==> src/design/oag_pkg.sv <==
package oag_pkg;

  // Register offsets on the plain register port
  localparam logic [7:0]  OAG_RPS_OFS    = 8'he1;   // Page select for direct-page data
  localparam logic [7:0]  OAG_XPTR_OFS   = 8'hdc;   // First index register
  localparam logic [7:0]  OAG_YPTR_OFS   = 8'hdd;   // Second index register
  localparam logic [7:0]  OAG_STAT_OFS   = 8'hde;   // Read-only block status

  // Status field positions
  localparam int          OAG_STAT_BANK  = 0;       // Bank flag as held now
  localparam int          OAG_STAT_BUSY  = 1;       // Indirect fetch in progress

  // Values after reset
  localparam logic [7:0]  OAG_RPS_RST    = 8'h00;   // Page select after reset
  localparam logic [7:0]  OAG_PTR_RST    = 8'h00;   // Index registers after reset
  localparam logic        OAG_BANK_RST   = 1'b0;    // Bank flag after reset

  // Arithmetic constants
  localparam logic [7:0]  OAG_PAGE_ZERO  = 8'h00;   // Page used while bank flag is clear
  localparam logic [7:0]  OAG_INC8       = 8'h01;   // Byte step
  localparam logic [15:0] OAG_INC16      = 16'h0001; // Word step for absolute pointers
  localparam logic [7:0]  OAG_ZERO8      = 8'h00;   // Zero byte

  // Addressing variants, grouped into the six families
  typedef enum logic [3:0] {
    OAG_M_REG     = 4'h0,   // Register
    OAG_M_IMM     = 4'h1,   // Immediate
    OAG_M_PG      = 4'h2,   // Direct page
    OAG_M_ABS     = 4'h3,   // Absolute, also read-modify-write
    OAG_M_XIND    = 4'h4,   // Indexed: {X}
    OAG_M_PGX     = 4'h5,   // Indexed: page+X
    OAG_M_XINC    = 4'h6,   // Indexed: {X}+
    OAG_M_PGY     = 4'h7,   // Indexed: page+Y
    OAG_M_ABSY    = 4'h8,   // Indexed: !abs+Y
    OAG_M_IND_PG  = 4'h9,   // Indirect: [page] jump or call
    OAG_M_IND_PGY = 4'ha,   // Indirect: [page]+Y
    OAG_M_IND_PGX = 4'hb,   // Indirect: [page+X]
    OAG_M_IND_ABS = 4'hc    // Indirect: [!abs] jump
  } oag_mode_t;

  // Core register named by register addressing
  typedef enum logic [2:0] {
    OAG_R_ACC   = 3'h0,
    OAG_R_XPTR  = 3'h1,
    OAG_R_YPTR  = 3'h2,
    OAG_R_CARRY = 3'h3,
    OAG_R_PSW   = 3'h4
  } oag_rsel_t;

  // What a result carries
  typedef enum logic [1:0] {
    OAG_K_REG  = 2'h0,   // Register operand, no memory access
    OAG_K_IMM  = 2'h1,   // Operand value in imm
    OAG_K_DATA = 2'h2,   // Data address in addr
    OAG_K_JUMP = 2'h3    // Jump target in addr
  } oag_kind_t;

  // Indirect fetch sequencer, one-hot
  typedef enum logic [4:0] {
    OAG_S_IDLE = 5'b00001,   // Ready for a request
    OAG_S_LO   = 5'b00010,   // Low pointer byte strobe out
    OAG_S_LOD  = 5'b00100,   // Low byte on read data
    OAG_S_HI   = 5'b01000,   // High pointer byte strobe out
    OAG_S_HID  = 5'b10000    // High byte on read data
  } oag_state_t;

  // Decode request from the core
  typedef struct packed {
    logic      valid;
    oag_mode_t mode;
    oag_rsel_t rsel;
    logic [7:0] op_lo;   // Second instruction byte
    logic [7:0] op_hi;   // Third instruction byte
  } oag_req_t;

  // Effective operand result
  typedef struct packed {
    logic       valid;
    oag_kind_t  kind;
    oag_rsel_t  rsel;
    logic [7:0] imm;
    logic [15:0] addr;
  } oag_res_t;

endpackage

==> src/design/oag_index_regs.sv <==
module oag_index_regs (
  input  wire logic       clk,
  input  wire logic       rst_n,
  input  wire logic       wr_x,     // Software write of first index
  input  wire logic       wr_y,     // Software write of second index
  input  wire logic [7:0] wdata,    // Write value
  input  wire logic       inc_x,    // Post-increment after {X}+ access
  output logic      [7:0] x_q,      // First index register
  output logic      [7:0] y_q       // Second index register
);

  logic [7:0] x_d;   // Next first index
  logic [7:0] y_d;   // Next second index

  // Next values; a software write outranks the increment in the same cycle
  always_comb begin
    x_d = x_q;
    y_d = y_q;
    if (wr_x) begin
      x_d = wdata;
    end else if (inc_x) begin
      x_d = x_q + oag_pkg::OAG_INC8;
    end
    if (wr_y) begin
      y_d = wdata;
    end
  end

  // Storage; the 8-bit sum wraps to zero and touches no flag
  always_ff @(posedge clk or negedge rst_n) begin
    if (!rst_n) begin
      x_q <= oag_pkg::OAG_PTR_RST;
      y_q <= oag_pkg::OAG_PTR_RST;
    end else begin
      x_q <= x_d;
      y_q <= y_d;
    end
  end

endmodule

==> src/design/oag_top.sv <==
module oag_top (
  input  wire logic             clk,
  input  wire logic             rstn,
  // Register port
  input  wire logic [7:0]       reg_addr,
  input  wire logic [7:0]       reg_wdata,
  input  wire logic             reg_wr,
  input  wire logic             reg_rd,
  output logic      [7:0]       reg_rdata,
  // Bank flag instructions from the core
  input  wire logic             set_bank_bit,
  input  wire logic             clear_bank_bit,
  // Decode request and result
  input  wire oag_pkg::oag_req_t req,
  output oag_pkg::oag_res_t     res,
  output logic                  busy,
  // Data memory read port for pointer fetches
  output logic                  mem_rd,
  output logic      [15:0]      mem_addr,
  input  wire logic [7:0]       mem_rdata
);

  // Reset release synchroniser
  logic rst_s1_q;    // First stage, read only by the second
  logic rst_n_q;     // Released reset used everywhere else

  // Reset asserts at once and releases two edges later
  always_ff @(posedge clk or negedge rstn) begin
    if (!rstn) begin
      rst_s1_q <= 1'b0;
      rst_n_q  <= 1'b0;
    end else begin
      rst_s1_q <= 1'b1;
      rst_n_q  <= rst_s1_q;
    end
  end

  // Block state
  logic [7:0]          rps_q, rps_d;           // Page select register
  logic                bank_q, bank_d;         // Bank flag
  logic [7:0]          rdata_q, rdata_d;       // Register read data
  oag_pkg::oag_state_t st_q, st_d;             // Fetch sequencer
  oag_pkg::oag_res_t   res_q, res_d;           // Result register
  logic                mem_rd_q, mem_rd_d;     // Memory read strobe
  logic [15:0]         mem_addr_q, mem_addr_d; // Memory read address
  logic [15:0]         hi_addr_q, hi_addr_d;   // Address of pointer high byte
  logic [7:0]          lo_byte_q, lo_byte_d;   // Captured pointer low byte
  logic                add_y_q, add_y_d;       // Post-index with second index
  oag_pkg::oag_kind_t  kind_q, kind_d;         // Kind of the pending result
  logic                busy_q, busy_d;         // Fetch in progress

  // Index registers
  logic [7:0] x_q;      // First index
  logic [7:0] y_q;      // Second index
  logic       inc_x;    // Post-increment pulse
  logic       wr_x;     // Software write of first index
  logic       wr_y;     // Software write of second index

  // Decode helpers
  logic [7:0]  page;       // Upper byte of any direct-page address
  logic [15:0] abs_addr;   // Two-byte absolute address from the second and third bytes
  logic [7:0]  sum_x;      // Operand plus first index
  logic [7:0]  sum_y;      // Operand plus second index
  logic [15:0] ptr_word;   // Fetched pointer as a word

  assign wr_x = reg_wr && (reg_addr == oag_pkg::OAG_XPTR_OFS);
  assign wr_y = reg_wr && (reg_addr == oag_pkg::OAG_YPTR_OFS);

  // Page byte; page zero whenever the bank flag is clear
  assign page     = bank_q ? rps_q : oag_pkg::OAG_PAGE_ZERO;
  // Low byte from the second byte, high from the third
  assign abs_addr = {req.op_hi, req.op_lo};
  // Byte-wide sums stay inside the selected page
  assign sum_x    = req.op_lo + x_q;
  assign sum_y    = req.op_lo + y_q;
  assign ptr_word = {mem_rdata, lo_byte_q};

  // Index register storage
  oag_index_regs u_index (
    .clk   (clk),
    .rst_n (rst_n_q),
    .wr_x  (wr_x),
    .wr_y  (wr_y),
    .wdata (reg_wdata),
    .inc_x (inc_x),
    .x_q   (x_q),
    .y_q   (y_q)
  );

  // Page select register and bank flag
  always_comb begin
    rps_d  = rps_q;
    bank_d = bank_q;
    if (reg_wr && (reg_addr == oag_pkg::OAG_RPS_OFS)) begin
      rps_d = reg_wdata;
    end
    // A new page takes effect only once the flag is set
    if (set_bank_bit) begin
      bank_d = 1'b1;
    end else if (clear_bank_bit) begin
      bank_d = 1'b0;
    end
  end

  // Register read mux; unmapped offsets read zero
  always_comb begin
    rdata_d = oag_pkg::OAG_ZERO8;
    if (reg_rd) begin
      unique case (reg_addr)
        oag_pkg::OAG_RPS_OFS:  rdata_d = rps_q;
        oag_pkg::OAG_XPTR_OFS: rdata_d = x_q;
        oag_pkg::OAG_YPTR_OFS: rdata_d = y_q;
        oag_pkg::OAG_STAT_OFS: begin
          rdata_d[oag_pkg::OAG_STAT_BANK] = bank_q;
          rdata_d[oag_pkg::OAG_STAT_BUSY] = busy_q;
        end
        default:               rdata_d = oag_pkg::OAG_ZERO8;
      endcase
    end
  end

  // Register state
  always_ff @(posedge clk or negedge rst_n_q) begin
    if (!rst_n_q) begin
      rps_q   <= oag_pkg::OAG_RPS_RST;
      bank_q  <= oag_pkg::OAG_BANK_RST;
      rdata_q <= oag_pkg::OAG_ZERO8;
    end else begin
      rps_q   <= rps_d;
      bank_q  <= bank_d;
      rdata_q <= rdata_d;
    end
  end

  // Decode and pointer fetch; requests during a fetch are dropped
  always_comb begin
    st_d       = st_q;
    res_d      = res_q;
    res_d.valid = 1'b0;
    mem_rd_d   = 1'b0;
    mem_addr_d = mem_addr_q;
    hi_addr_d  = hi_addr_q;
    lo_byte_d  = lo_byte_q;
    add_y_d    = add_y_q;
    kind_d     = kind_q;
    busy_d     = busy_q;
    inc_x      = 1'b0;
    unique case (st_q)
      oag_pkg::OAG_S_IDLE: begin
        if (req.valid) begin
          res_d.rsel = req.rsel;
          res_d.imm  = oag_pkg::OAG_ZERO8;
          res_d.addr = 16'h0000;
          res_d.kind = oag_pkg::OAG_K_DATA;
          unique case (req.mode)
            oag_pkg::OAG_M_REG: begin
              // Core register only, no strobe raised
              res_d.valid = 1'b1;
              res_d.kind  = oag_pkg::OAG_K_REG;
            end
            oag_pkg::OAG_M_IMM: begin
              // Byte is the value, never an address
              res_d.valid = 1'b1;
              res_d.kind  = oag_pkg::OAG_K_IMM;
              res_d.imm   = req.op_lo;
            end
            oag_pkg::OAG_M_PG: begin
              res_d.valid = 1'b1;
              res_d.addr  = {page, req.op_lo};
            end
            oag_pkg::OAG_M_ABS: begin
              // Full word for every absolute op, modify ops included
              res_d.valid = 1'b1;
              res_d.addr  = abs_addr;
            end
            oag_pkg::OAG_M_XIND: begin
              res_d.valid = 1'b1;
              res_d.addr  = {page, x_q};
            end
            oag_pkg::OAG_M_PGX: begin
              res_d.valid = 1'b1;
              res_d.addr  = {page, sum_x};
            end
            oag_pkg::OAG_M_XINC: begin
              // Address uses the old index; the step lands next edge
              res_d.valid = 1'b1;
              res_d.addr  = {page, x_q};
              inc_x       = 1'b1;
            end
            oag_pkg::OAG_M_PGY: begin
              res_d.valid = 1'b1;
              res_d.addr  = {page, sum_y};
            end
            oag_pkg::OAG_M_ABSY: begin
              // Word-wide sum may cross pages
              res_d.valid = 1'b1;
              res_d.addr  = abs_addr + {oag_pkg::OAG_ZERO8, y_q};
            end
            oag_pkg::OAG_M_IND_PG: begin
              mem_rd_d   = 1'b1;
              mem_addr_d = {page, req.op_lo};
              hi_addr_d  = {page, req.op_lo + oag_pkg::OAG_INC8};
              kind_d     = oag_pkg::OAG_K_JUMP;
              add_y_d    = 1'b0;
              busy_d     = 1'b1;
              st_d       = oag_pkg::OAG_S_LO;
            end
            oag_pkg::OAG_M_IND_PGY: begin
              mem_rd_d   = 1'b1;
              mem_addr_d = {page, req.op_lo};
              hi_addr_d  = {page, req.op_lo + oag_pkg::OAG_INC8};
              kind_d     = oag_pkg::OAG_K_DATA;
              add_y_d    = 1'b1;
              busy_d     = 1'b1;
              st_d       = oag_pkg::OAG_S_LO;
            end
            oag_pkg::OAG_M_IND_PGX: begin
              mem_rd_d   = 1'b1;
              mem_addr_d = {page, sum_x};
              hi_addr_d  = {page, sum_x + oag_pkg::OAG_INC8};
              kind_d     = oag_pkg::OAG_K_DATA;
              add_y_d    = 1'b0;
              busy_d     = 1'b1;
              st_d       = oag_pkg::OAG_S_LO;
            end
            oag_pkg::OAG_M_IND_ABS: begin
              // Pair may straddle a page, so the step is word-wide
              mem_rd_d   = 1'b1;
              mem_addr_d = abs_addr;
              hi_addr_d  = abs_addr + oag_pkg::OAG_INC16;
              kind_d     = oag_pkg::OAG_K_JUMP;
              add_y_d    = 1'b0;
              busy_d     = 1'b1;
              st_d       = oag_pkg::OAG_S_LO;
            end
            default: begin
              // Unused mode codes give nothing
              res_d.valid = 1'b0;
            end
          endcase
        end
      end
      oag_pkg::OAG_S_LO: begin
        // Memory sees the low strobe this cycle
        st_d = oag_pkg::OAG_S_LOD;
      end
      oag_pkg::OAG_S_LOD: begin
        // Low byte first, then the high byte
        lo_byte_d  = mem_rdata;
        mem_rd_d   = 1'b1;
        mem_addr_d = hi_addr_q;
        st_d       = oag_pkg::OAG_S_HI;
      end
      oag_pkg::OAG_S_HI: begin
        st_d = oag_pkg::OAG_S_HID;
      end
      oag_pkg::OAG_S_HID: begin
        // Pointer complete; post-index if asked
        res_d.valid = 1'b1;
        res_d.kind  = kind_q;
        res_d.imm   = oag_pkg::OAG_ZERO8;
        res_d.addr  = add_y_q ? (ptr_word + {oag_pkg::OAG_ZERO8, y_q}) : ptr_word;
        busy_d      = 1'b0;
        st_d        = oag_pkg::OAG_S_IDLE;
      end
      default: begin
        // Illegal one-hot code recovers to idle
        busy_d = 1'b0;
        st_d   = oag_pkg::OAG_S_IDLE;
      end
    endcase
  end

  // Sequencer and output registers
  always_ff @(posedge clk or negedge rst_n_q) begin
    if (!rst_n_q) begin
      st_q       <= oag_pkg::OAG_S_IDLE;
      res_q      <= '0;
      mem_rd_q   <= 1'b0;
      mem_addr_q <= 16'h0000;
      hi_addr_q  <= 16'h0000;
      lo_byte_q  <= oag_pkg::OAG_ZERO8;
      add_y_q    <= 1'b0;
      kind_q     <= oag_pkg::OAG_K_DATA;
      busy_q     <= 1'b0;
    end else begin
      st_q       <= st_d;
      res_q      <= res_d;
      mem_rd_q   <= mem_rd_d;
      mem_addr_q <= mem_addr_d;
      hi_addr_q  <= hi_addr_d;
      lo_byte_q  <= lo_byte_d;
      add_y_q    <= add_y_d;
      kind_q     <= kind_d;
      busy_q     <= busy_d;
    end
  end

  // Outputs straight from flops
  assign reg_rdata = rdata_q;
  assign res       = res_q;
  assign busy      = busy_q;
  assign mem_rd    = mem_rd_q;
  assign mem_addr  = mem_addr_q;

endmodule

==> config.mk <==
export PLATFORM = sky130hd
export DESIGN_NAME = oag_top
export DESIGN_NICKNAME = d
export VERILOG_FILES = /design/src/design/oag_pkg.sv /design/src/design/oag_index_regs.sv /design/src/design/oag_top.sv
export SDC_FILE = /design/constraint.sdc
export NUM_CORES = 1
export LEC_CHECK = 0
export ABC_AREA = 1
export BUFFER_PORTS_ARGS = -buffer_cell sky130_fd_sc_hd__buf_2
export CAP_MARGIN = 10
export CORE_ASPECT_RATIO = 0.5
export CORE_MARGIN = 5
export CORE_UTILIZATION = 45
export CTS_CLUSTER_SIZE = 12
export DETAILED_ROUTE_END_ITERATION = 12
export GPL_TIMING_DRIVEN = 1
export PLACE_DENSITY_LB_ADDON = 0.15
export SYNTH_ARGS = -nofsm -noshare
export SYNTH_HDL_FRONTEND = slang
export SYNTH_SLANG_ARGS = --single-unit
==> constraint.sdc <==
create_clock -name clk -period 4 [get_ports clk]
set_input_delay 0.8 -clock clk [delete_from_list [all_inputs] [get_ports clk]]
set_output_delay 0.8 -clock clk [all_outputs]
set_load 0.005 [all_outputs]
After elaboration in Yosys (flattened, before gate mapping)
Index checks and enable logic that the tools add are counted.
W data, S select, Z words.
{ "totals": {"romBits": 0, "n_memories": 0, "output_inout_bits": 56, "input_bits": 54, "regBits": 115, "ramBits": 0, "latchBits": 0} }
{ "op_classes": {"addsub": 8, "bitwise": 1, "n_div": 0, "shifts": 0, "n_mux": 34, "reduce_logical": 27, "eq_ne": 24, "n_mul": 0, "magnitude_cmp": 0} }
{ "ops": {"columns": ["cell", "n"], "rows": [
  ["$pmux W16 S3", 2],
  ["$pmux W16 S6", 1],
  ["$pmux W24 S2", 1],
  ["$mux W8", 5],
  ["$add A16 B8 Y16", 2],
  ["$eq A8 B8 Y1 const B", 4],
  ["$mux W16", 2],
  ["$pmux W16 S2", 1],
  ["$mux W30", 1],
  ["$add A8 B1 Y8 const B", 3],
  ["$eq A4 B4 Y1 const B", 5],
  ["$pmux W5 S4", 1],
  ["$pmux W6 S3", 1],
  ["$add A16 B1 Y16 const B", 1],
  ["$add A8 B8 Y8", 2],
  ["$eq A4 B3 Y1 const B", 4],
  ["$reduce_and A3 Y1", 5],
  ["$reduce_bool A2 Y1", 6],
  ["$mux W1", 10],
  ["$mux W5", 2],
  ["$reduce_or A9 Y1", 1],
  ["$eq A4 B2 Y1 const B", 2],
  ["$pmux W2 S2", 2],
  ["$pmux W2 S4", 1],
  ["other kinds (18)", 29]
]} }

Depth between registers and ports, before layout
{ "depth": {"depth_word": 6, "depth_mapped": 15, "depth_no_buf": 15} }

By module
A second synthesis with hierarchy kept.
{ "unflattened": {"cells_unflattened": 1094, "hier_area_um2": 7744.9} }
{ "by_module_without_submodules": {"columns": ["mod", "n_inst", "cells_per_inst", "area_per_inst_um2"], "rows": [
  ["oag_top", 1, 1011, 6940.4],
  ["oag_index_regs", 1, 83, 804.5]
]} }

Worst setup path after synthesis
Ideal clock, no wire load.
{ "synth_timing": {"path_kind": "in2reg", "from": "input req[8] (netlist bit)", "to": "register hi_addr_q[6]", "setup_slack_ns": 1.463, "arrival_time_ns": 2.459, "stages": 15, "n_path_buf": 0, "path_cell_list": "ha_1 -> inv_1 -> fa_1 -> inv_1 -> nand2_1 -> nand2_1 -> ha_1 -> inv_1 -> nor2_2 -> nand3_1 -> nor2_2 -> nand2_1 -> nand2_1 -> nand3_1 -> a21oi_1"} }
{ "synth_between": {"elab_chain_len": 3, "word_cells_on_any_way": 5, "cone_classes": "4 x add/sub; 1 x mux"} }
{ "synth_lines": {"columns": ["element", "line_no", "text"], "rows": [
  ["start: declaration", "oag_top.sv:14", "input wire oag_pkg::oag_req_t req,"],
  ["$add A8 B8 Y8", "oag_top.sv:74", "assign sum_x = req.op_lo + x_q;"],
  ["$add A8 B1 Y8", "oag_top.sv:220", "hi_addr_d = {page, sum_x + oag_pkg::OAG_INC8};"],
  ["$pmux W16 S3 (*)", "oag_top.sv:155", "unique case (req.mode)"],
  ["end signal: assignment", "oag_top.sv:291", "hi_addr_q <= hi_addr_d;"],
  ["end: declaration", "oag_top.sv:46", "logic [15:0] hi_addr_q, hi_addr_d;"]
]} }
Mark *: on every way between the ends. The rest lies on a longest branch, timed or not.
A chain may end at the register's enable or synchronous reset.

Worst setup path after layout
{ "layout_timing": {"from": "register u_index.y_q[0]", "to": "register res_q (netlist bit res[14])"} }
{ "layout_between": {"elab_chain_len": 4, "word_cells_on_any_way": 6, "cone_classes": "2 x add/sub; 4 x mux"} }
{ "layout_lines": {"columns": ["element", "line_no", "text"], "rows": [
  ["start: declaration", "oag_index_regs.sv:9", "output logic [7:0] y_q"],
  ["start signal: assignment", "oag_index_regs.sv:33", "y_q <= oag_pkg::OAG_PTR_RST;"],
  ["start signal: assignment", "oag_index_regs.sv:36", "y_q <= y_d;"],
  ["$add A16 B8 Y16", "oag_top.sv:197", "res_d.addr = abs_addr + {oag_pkg::OAG_ZERO8, y_q};"],
  ["$pmux W16 S6", "oag_top.sv:155", null],
  ["$mux W30", "oag_top.sv:150", "if (req.valid) begin"],
  ["$pmux W24 S2 (*)", "oag_top.sv:148", "unique case (st_q)"],
  ["end signal: assignment", "oag_top.sv:288", "res_q <= res_d;"],
  ["end: declaration", "oag_top.sv:43", "oag_pkg::oag_res_t res_q, res_d;"]
]} }
Mark *: on every way between the ends. The rest lies on a longest branch, timed or not. The select of a mux whose other input is x is not followed.

==> metrics.md <==
| Metric | Value |
|---|---|
| Status | `finished clean` |
| Max cap viols | `0` |
| Most frequent cells in the layout | `nand2_1, inv_1, dfrtp_1` |
| Worst-Skew Late Latency | `approximately 0.42 ns` |
| Pwr Density | `549 nW/µm²` |
| Gr usage total | `a little over a quarter` |
| Commonest non-fill, non-tap cell in the layout | `nand2_1` |
| Hold Buf Count CTS | `0` |
| Total Wirelength | `25.8 mm` |
| Htree depth | `4` |
| CTS Buf Count | `17` |
| Area of the multi-input gates | `about 4000 µm²` |
| Top cell type's share of synthesized area | `between 30% and 40%` |
| Crit path max fanout | `6` |
| Final worst path period share | `~67%` |
| Startpoint Class | `register` |
| #FFs+latches synth | `114` |
| Final Hold Viols | `0` |
| Synthesized netlist cell count | `~1.1k` |
| Yosys warning count | `0` |
| WL/cell | `approximately 18 µm` |
| Post-CTS setup buffers | `0` |
| Tightest Pin Transition | `about 1.0 ns` |
| Syn avg cell area | `roughly 7.0 µm²` |
| Total grt overflow | `0` |
| FF/Latch Area | `~2900 µm²` |
| Overall power | `about 4900 µW` |
| Hold WC Path Type | `in2async` |
| DPL Wire Length | `20.2 mm` |
| Remaining antenna violation count after routing | `0` |
| Die area | `between 15000 and 20000 µm²` |
| Synth area leaders | `dfrtp_1, nand2_1, inv_1` |
| Synth Net Count | `roughly 1.2k` |
| Number of synthesized flops with an enable pin | `0` |
| FF-to-FF path depth | `11` |
| DRT iter0 DRCs | `~800` |
| Yosys cell types | `51` |
| Clk buf depth | `2` |
| TritonRoute pass-1 iters | `5` |
| Setup TNS | `0 ns` |
| Port buffer count | `109` |
| Width of the die | `roughly 190 µm` |
| Final setup vio count | `0` |
| Worst EP arrival | `between 2 and 3 ns` |
| Diodes inserted | `0` |
| Slew headroom | `a little under a third` |
| Mapped Area | `roughly 7600 µm²` |
| CTS resizes | `0` |
| TritonCTS clock tree | `yes` |
| Register area share after synthesis | `between 30% and 40%` |
| Worst Path Required | `~4.3 ns` |
| Lkg Pwr | `around 0.0048 µW` |
| Layout cells sized above 1 | `around 15%` |
| Pin count of the biggest net entering global routing | `76` |
| DRC viols | `0` |
| Vias in the first global route | `approximately 7.1k` |
| Nets | `about 1.3k` |
| Pins Over Slew Limit | `0` |
| Unrepaired setup endpoints after global routing | `false` |
| Tmin final | `between 2 and 3 ns` |
| Die Height | `102 µm` |
| Clock skew | `around 0.011 ns` |
| DP Worst Slack | `approximately 1.1 ns` |
| Initial Util | `between 40 and 50%` |
| Routed via count | `7704` |
| Core area | `between 15000 and 20000 µm²` |
| Vias/cell | `about 5.4` |
| CTS Root Cell | `clkbuf_16` |
| CTS sink cnt | `114` |
| Async SR Flop Fraction | `100%` |
| Crit end category | `register` |
| Initial antenna violation count | `0` |
| Final RePlAce weighted congestion | `approximately 0.92` |
| Critical path class | `reg2reg` |
| VDD IR max | `between 0.0002 and 0.0003 V` |
| Core Rows | `33` |
| Fillers | `between 1.5k and 2k` |
| Area leader, netlist | `dfrtp_1` |
| Area grow syn2layout | `18.2%` |
| IO Pins | `110` |
| Primary FF master, synth | `dfrtp_1` |
| Fin worst setup slack | `~1.3 ns` |
| Worst-path clk slew | `approximately 0.060 ns` |
| First-pass GRT wire length | `between 40 and 50 mm` |
| Max Freq | `roughly 0.37 GHz` |
==> cell families (layout without fill, tap and decap cells) <==
kind of cell | count (synthesis) | after routing | synth area share, %
muxes | 2 | 2 | 0.298
AOI/OAI and AO/OA | 198 | 198 | 15.4
adders and majority gates | 29 | 29 | 5.09
buffers and inverters | 173 | 299 | 8.93
DFF | 114 | 114 | 37.7
and+or+nand+nor | 544 | 544 | 30.9
xor gates and xnor gates | 14 | 14 | 1.62
other | 1 | 1 | 0.0496
==> sequential cells by signal, indices dropped and copies added, names as in the netlist <==
name         cells
kind_q           1
mem_addr        16
rst_n_q          1
bank_q           1
add_y_q          1
busy             1
hi_addr_q       16
res             30
mem_rd           1
reg_rdata        8
rps_q            8
lo_byte_q        8
u_index.y_q      8
rst_s1_q         1
u_index.x_q      8
st_q             5
==> through the flow <==
stage                     utilization, %  cell area, µm²  hold WS (ns)  instances
after floorplan                        -            7570         0.331       1075
final                               54.4            8950         0.158       1428
after global routing                54.4            8950         0.139       1428
after CTS                           54.4            8950         0.143       1428
after global placement              50.7            8340         0.338       1396
after detailed placement            50.7            8340         0.340       1396
==> worst paths after layout <==
| check | start | endpoint | slack [ns] |
|---|---|---|---|
| max in group asynchronous | rst_n_q | res[12] | 2.61 |
| min in group clk | rst_s1_q | rst_n_q | 0.35 |
| worst min-delay path | rstn | rst_n_q | 0.16 |
| worst min register to register | rst_s1_q | rst_n_q | 0.35 |
| worst max register to register | u_index.y_q[0] | res[14] | 1.33 |
| worst max-delay path | u_index.y_q[0] | res[14] | 1.33 |
==> per-layer routing <==
metal,vias up,part of all wire [%],global-route usage [%]
met4,0,1.3,5.76
met5,-,0,0
met3,22,9.6,8.74
li1,3774,-,-
met1,3632,50,40.3
met2,276,39,36.0
==> report_power, final <==
group | total (µW) | internal (µW) | leakage, µW | switching (µW)
logic | 1560 | 566 | 0.00309 | 992
registers | 1760 | 1490 | 0.00140 | 277
clock network | 1590 | 1030 | 0.000293 | 561
total | 4910 | 3080 | 0.00478 | 1830
==> synthesized netlist by cell type (all sizes together) (2+ instances only) <==
| cell type | n |
|---|---|
| a21oi | 61 |
| xor2 | 12 |
| nor3 | 23 |
| or2 | 3 |
| o21a | 6 |
| nand3b | 2 |
| o22ai | 4 |
| o31ai | 3 |
| clkinv | 2 |
| nor4 | 5 |
| buf | 12 |
| o211ai | 3 |
| a211oi | 4 |
| nand2 | 323 |
| mux2 | 2 |
| fa | 3 |
| o2111ai | 3 |
| nand4 | 14 |
| o221ai | 10 |
| nor2 | 96 |
| o21ai | 68 |
| o21bai | 4 |
| ha | 26 |
| clkbuf | 9 |
| xnor2 | 2 |
| nand3 | 78 |
| inv | 150 |
| dfrtp | 113 |
| a2bb2oi | 4 |
| a31oi | 19 |
| a21boi | 2 |
| a221oi | 3 |
==> critical path, stage by stage (launching register included) <==
cell,delay [ns]
dfrtp_1,0.48
ha_1,0.23
inv_1,0.08
fa_1,0.40
o21ai_0,0.41
nand3_1,0.12
nand2_1,0.22
nand3_1,0.12
nand2_1,0.07
inv_1,0.06
a21oi_1,0.25
a21oi_1,0.11
==> layout make-up <==
cell class,instances,share of cell area (%)
clock buffers,23,5.34
clock inverters,9,1.44
inverters,152,6.38
multi-input cells,788,45.1
flip-flops and latches,114,31.9
well taps,227,3.17
repair buffers,115,6.60
Note: power is estimated with default switching activity, not from simulation.
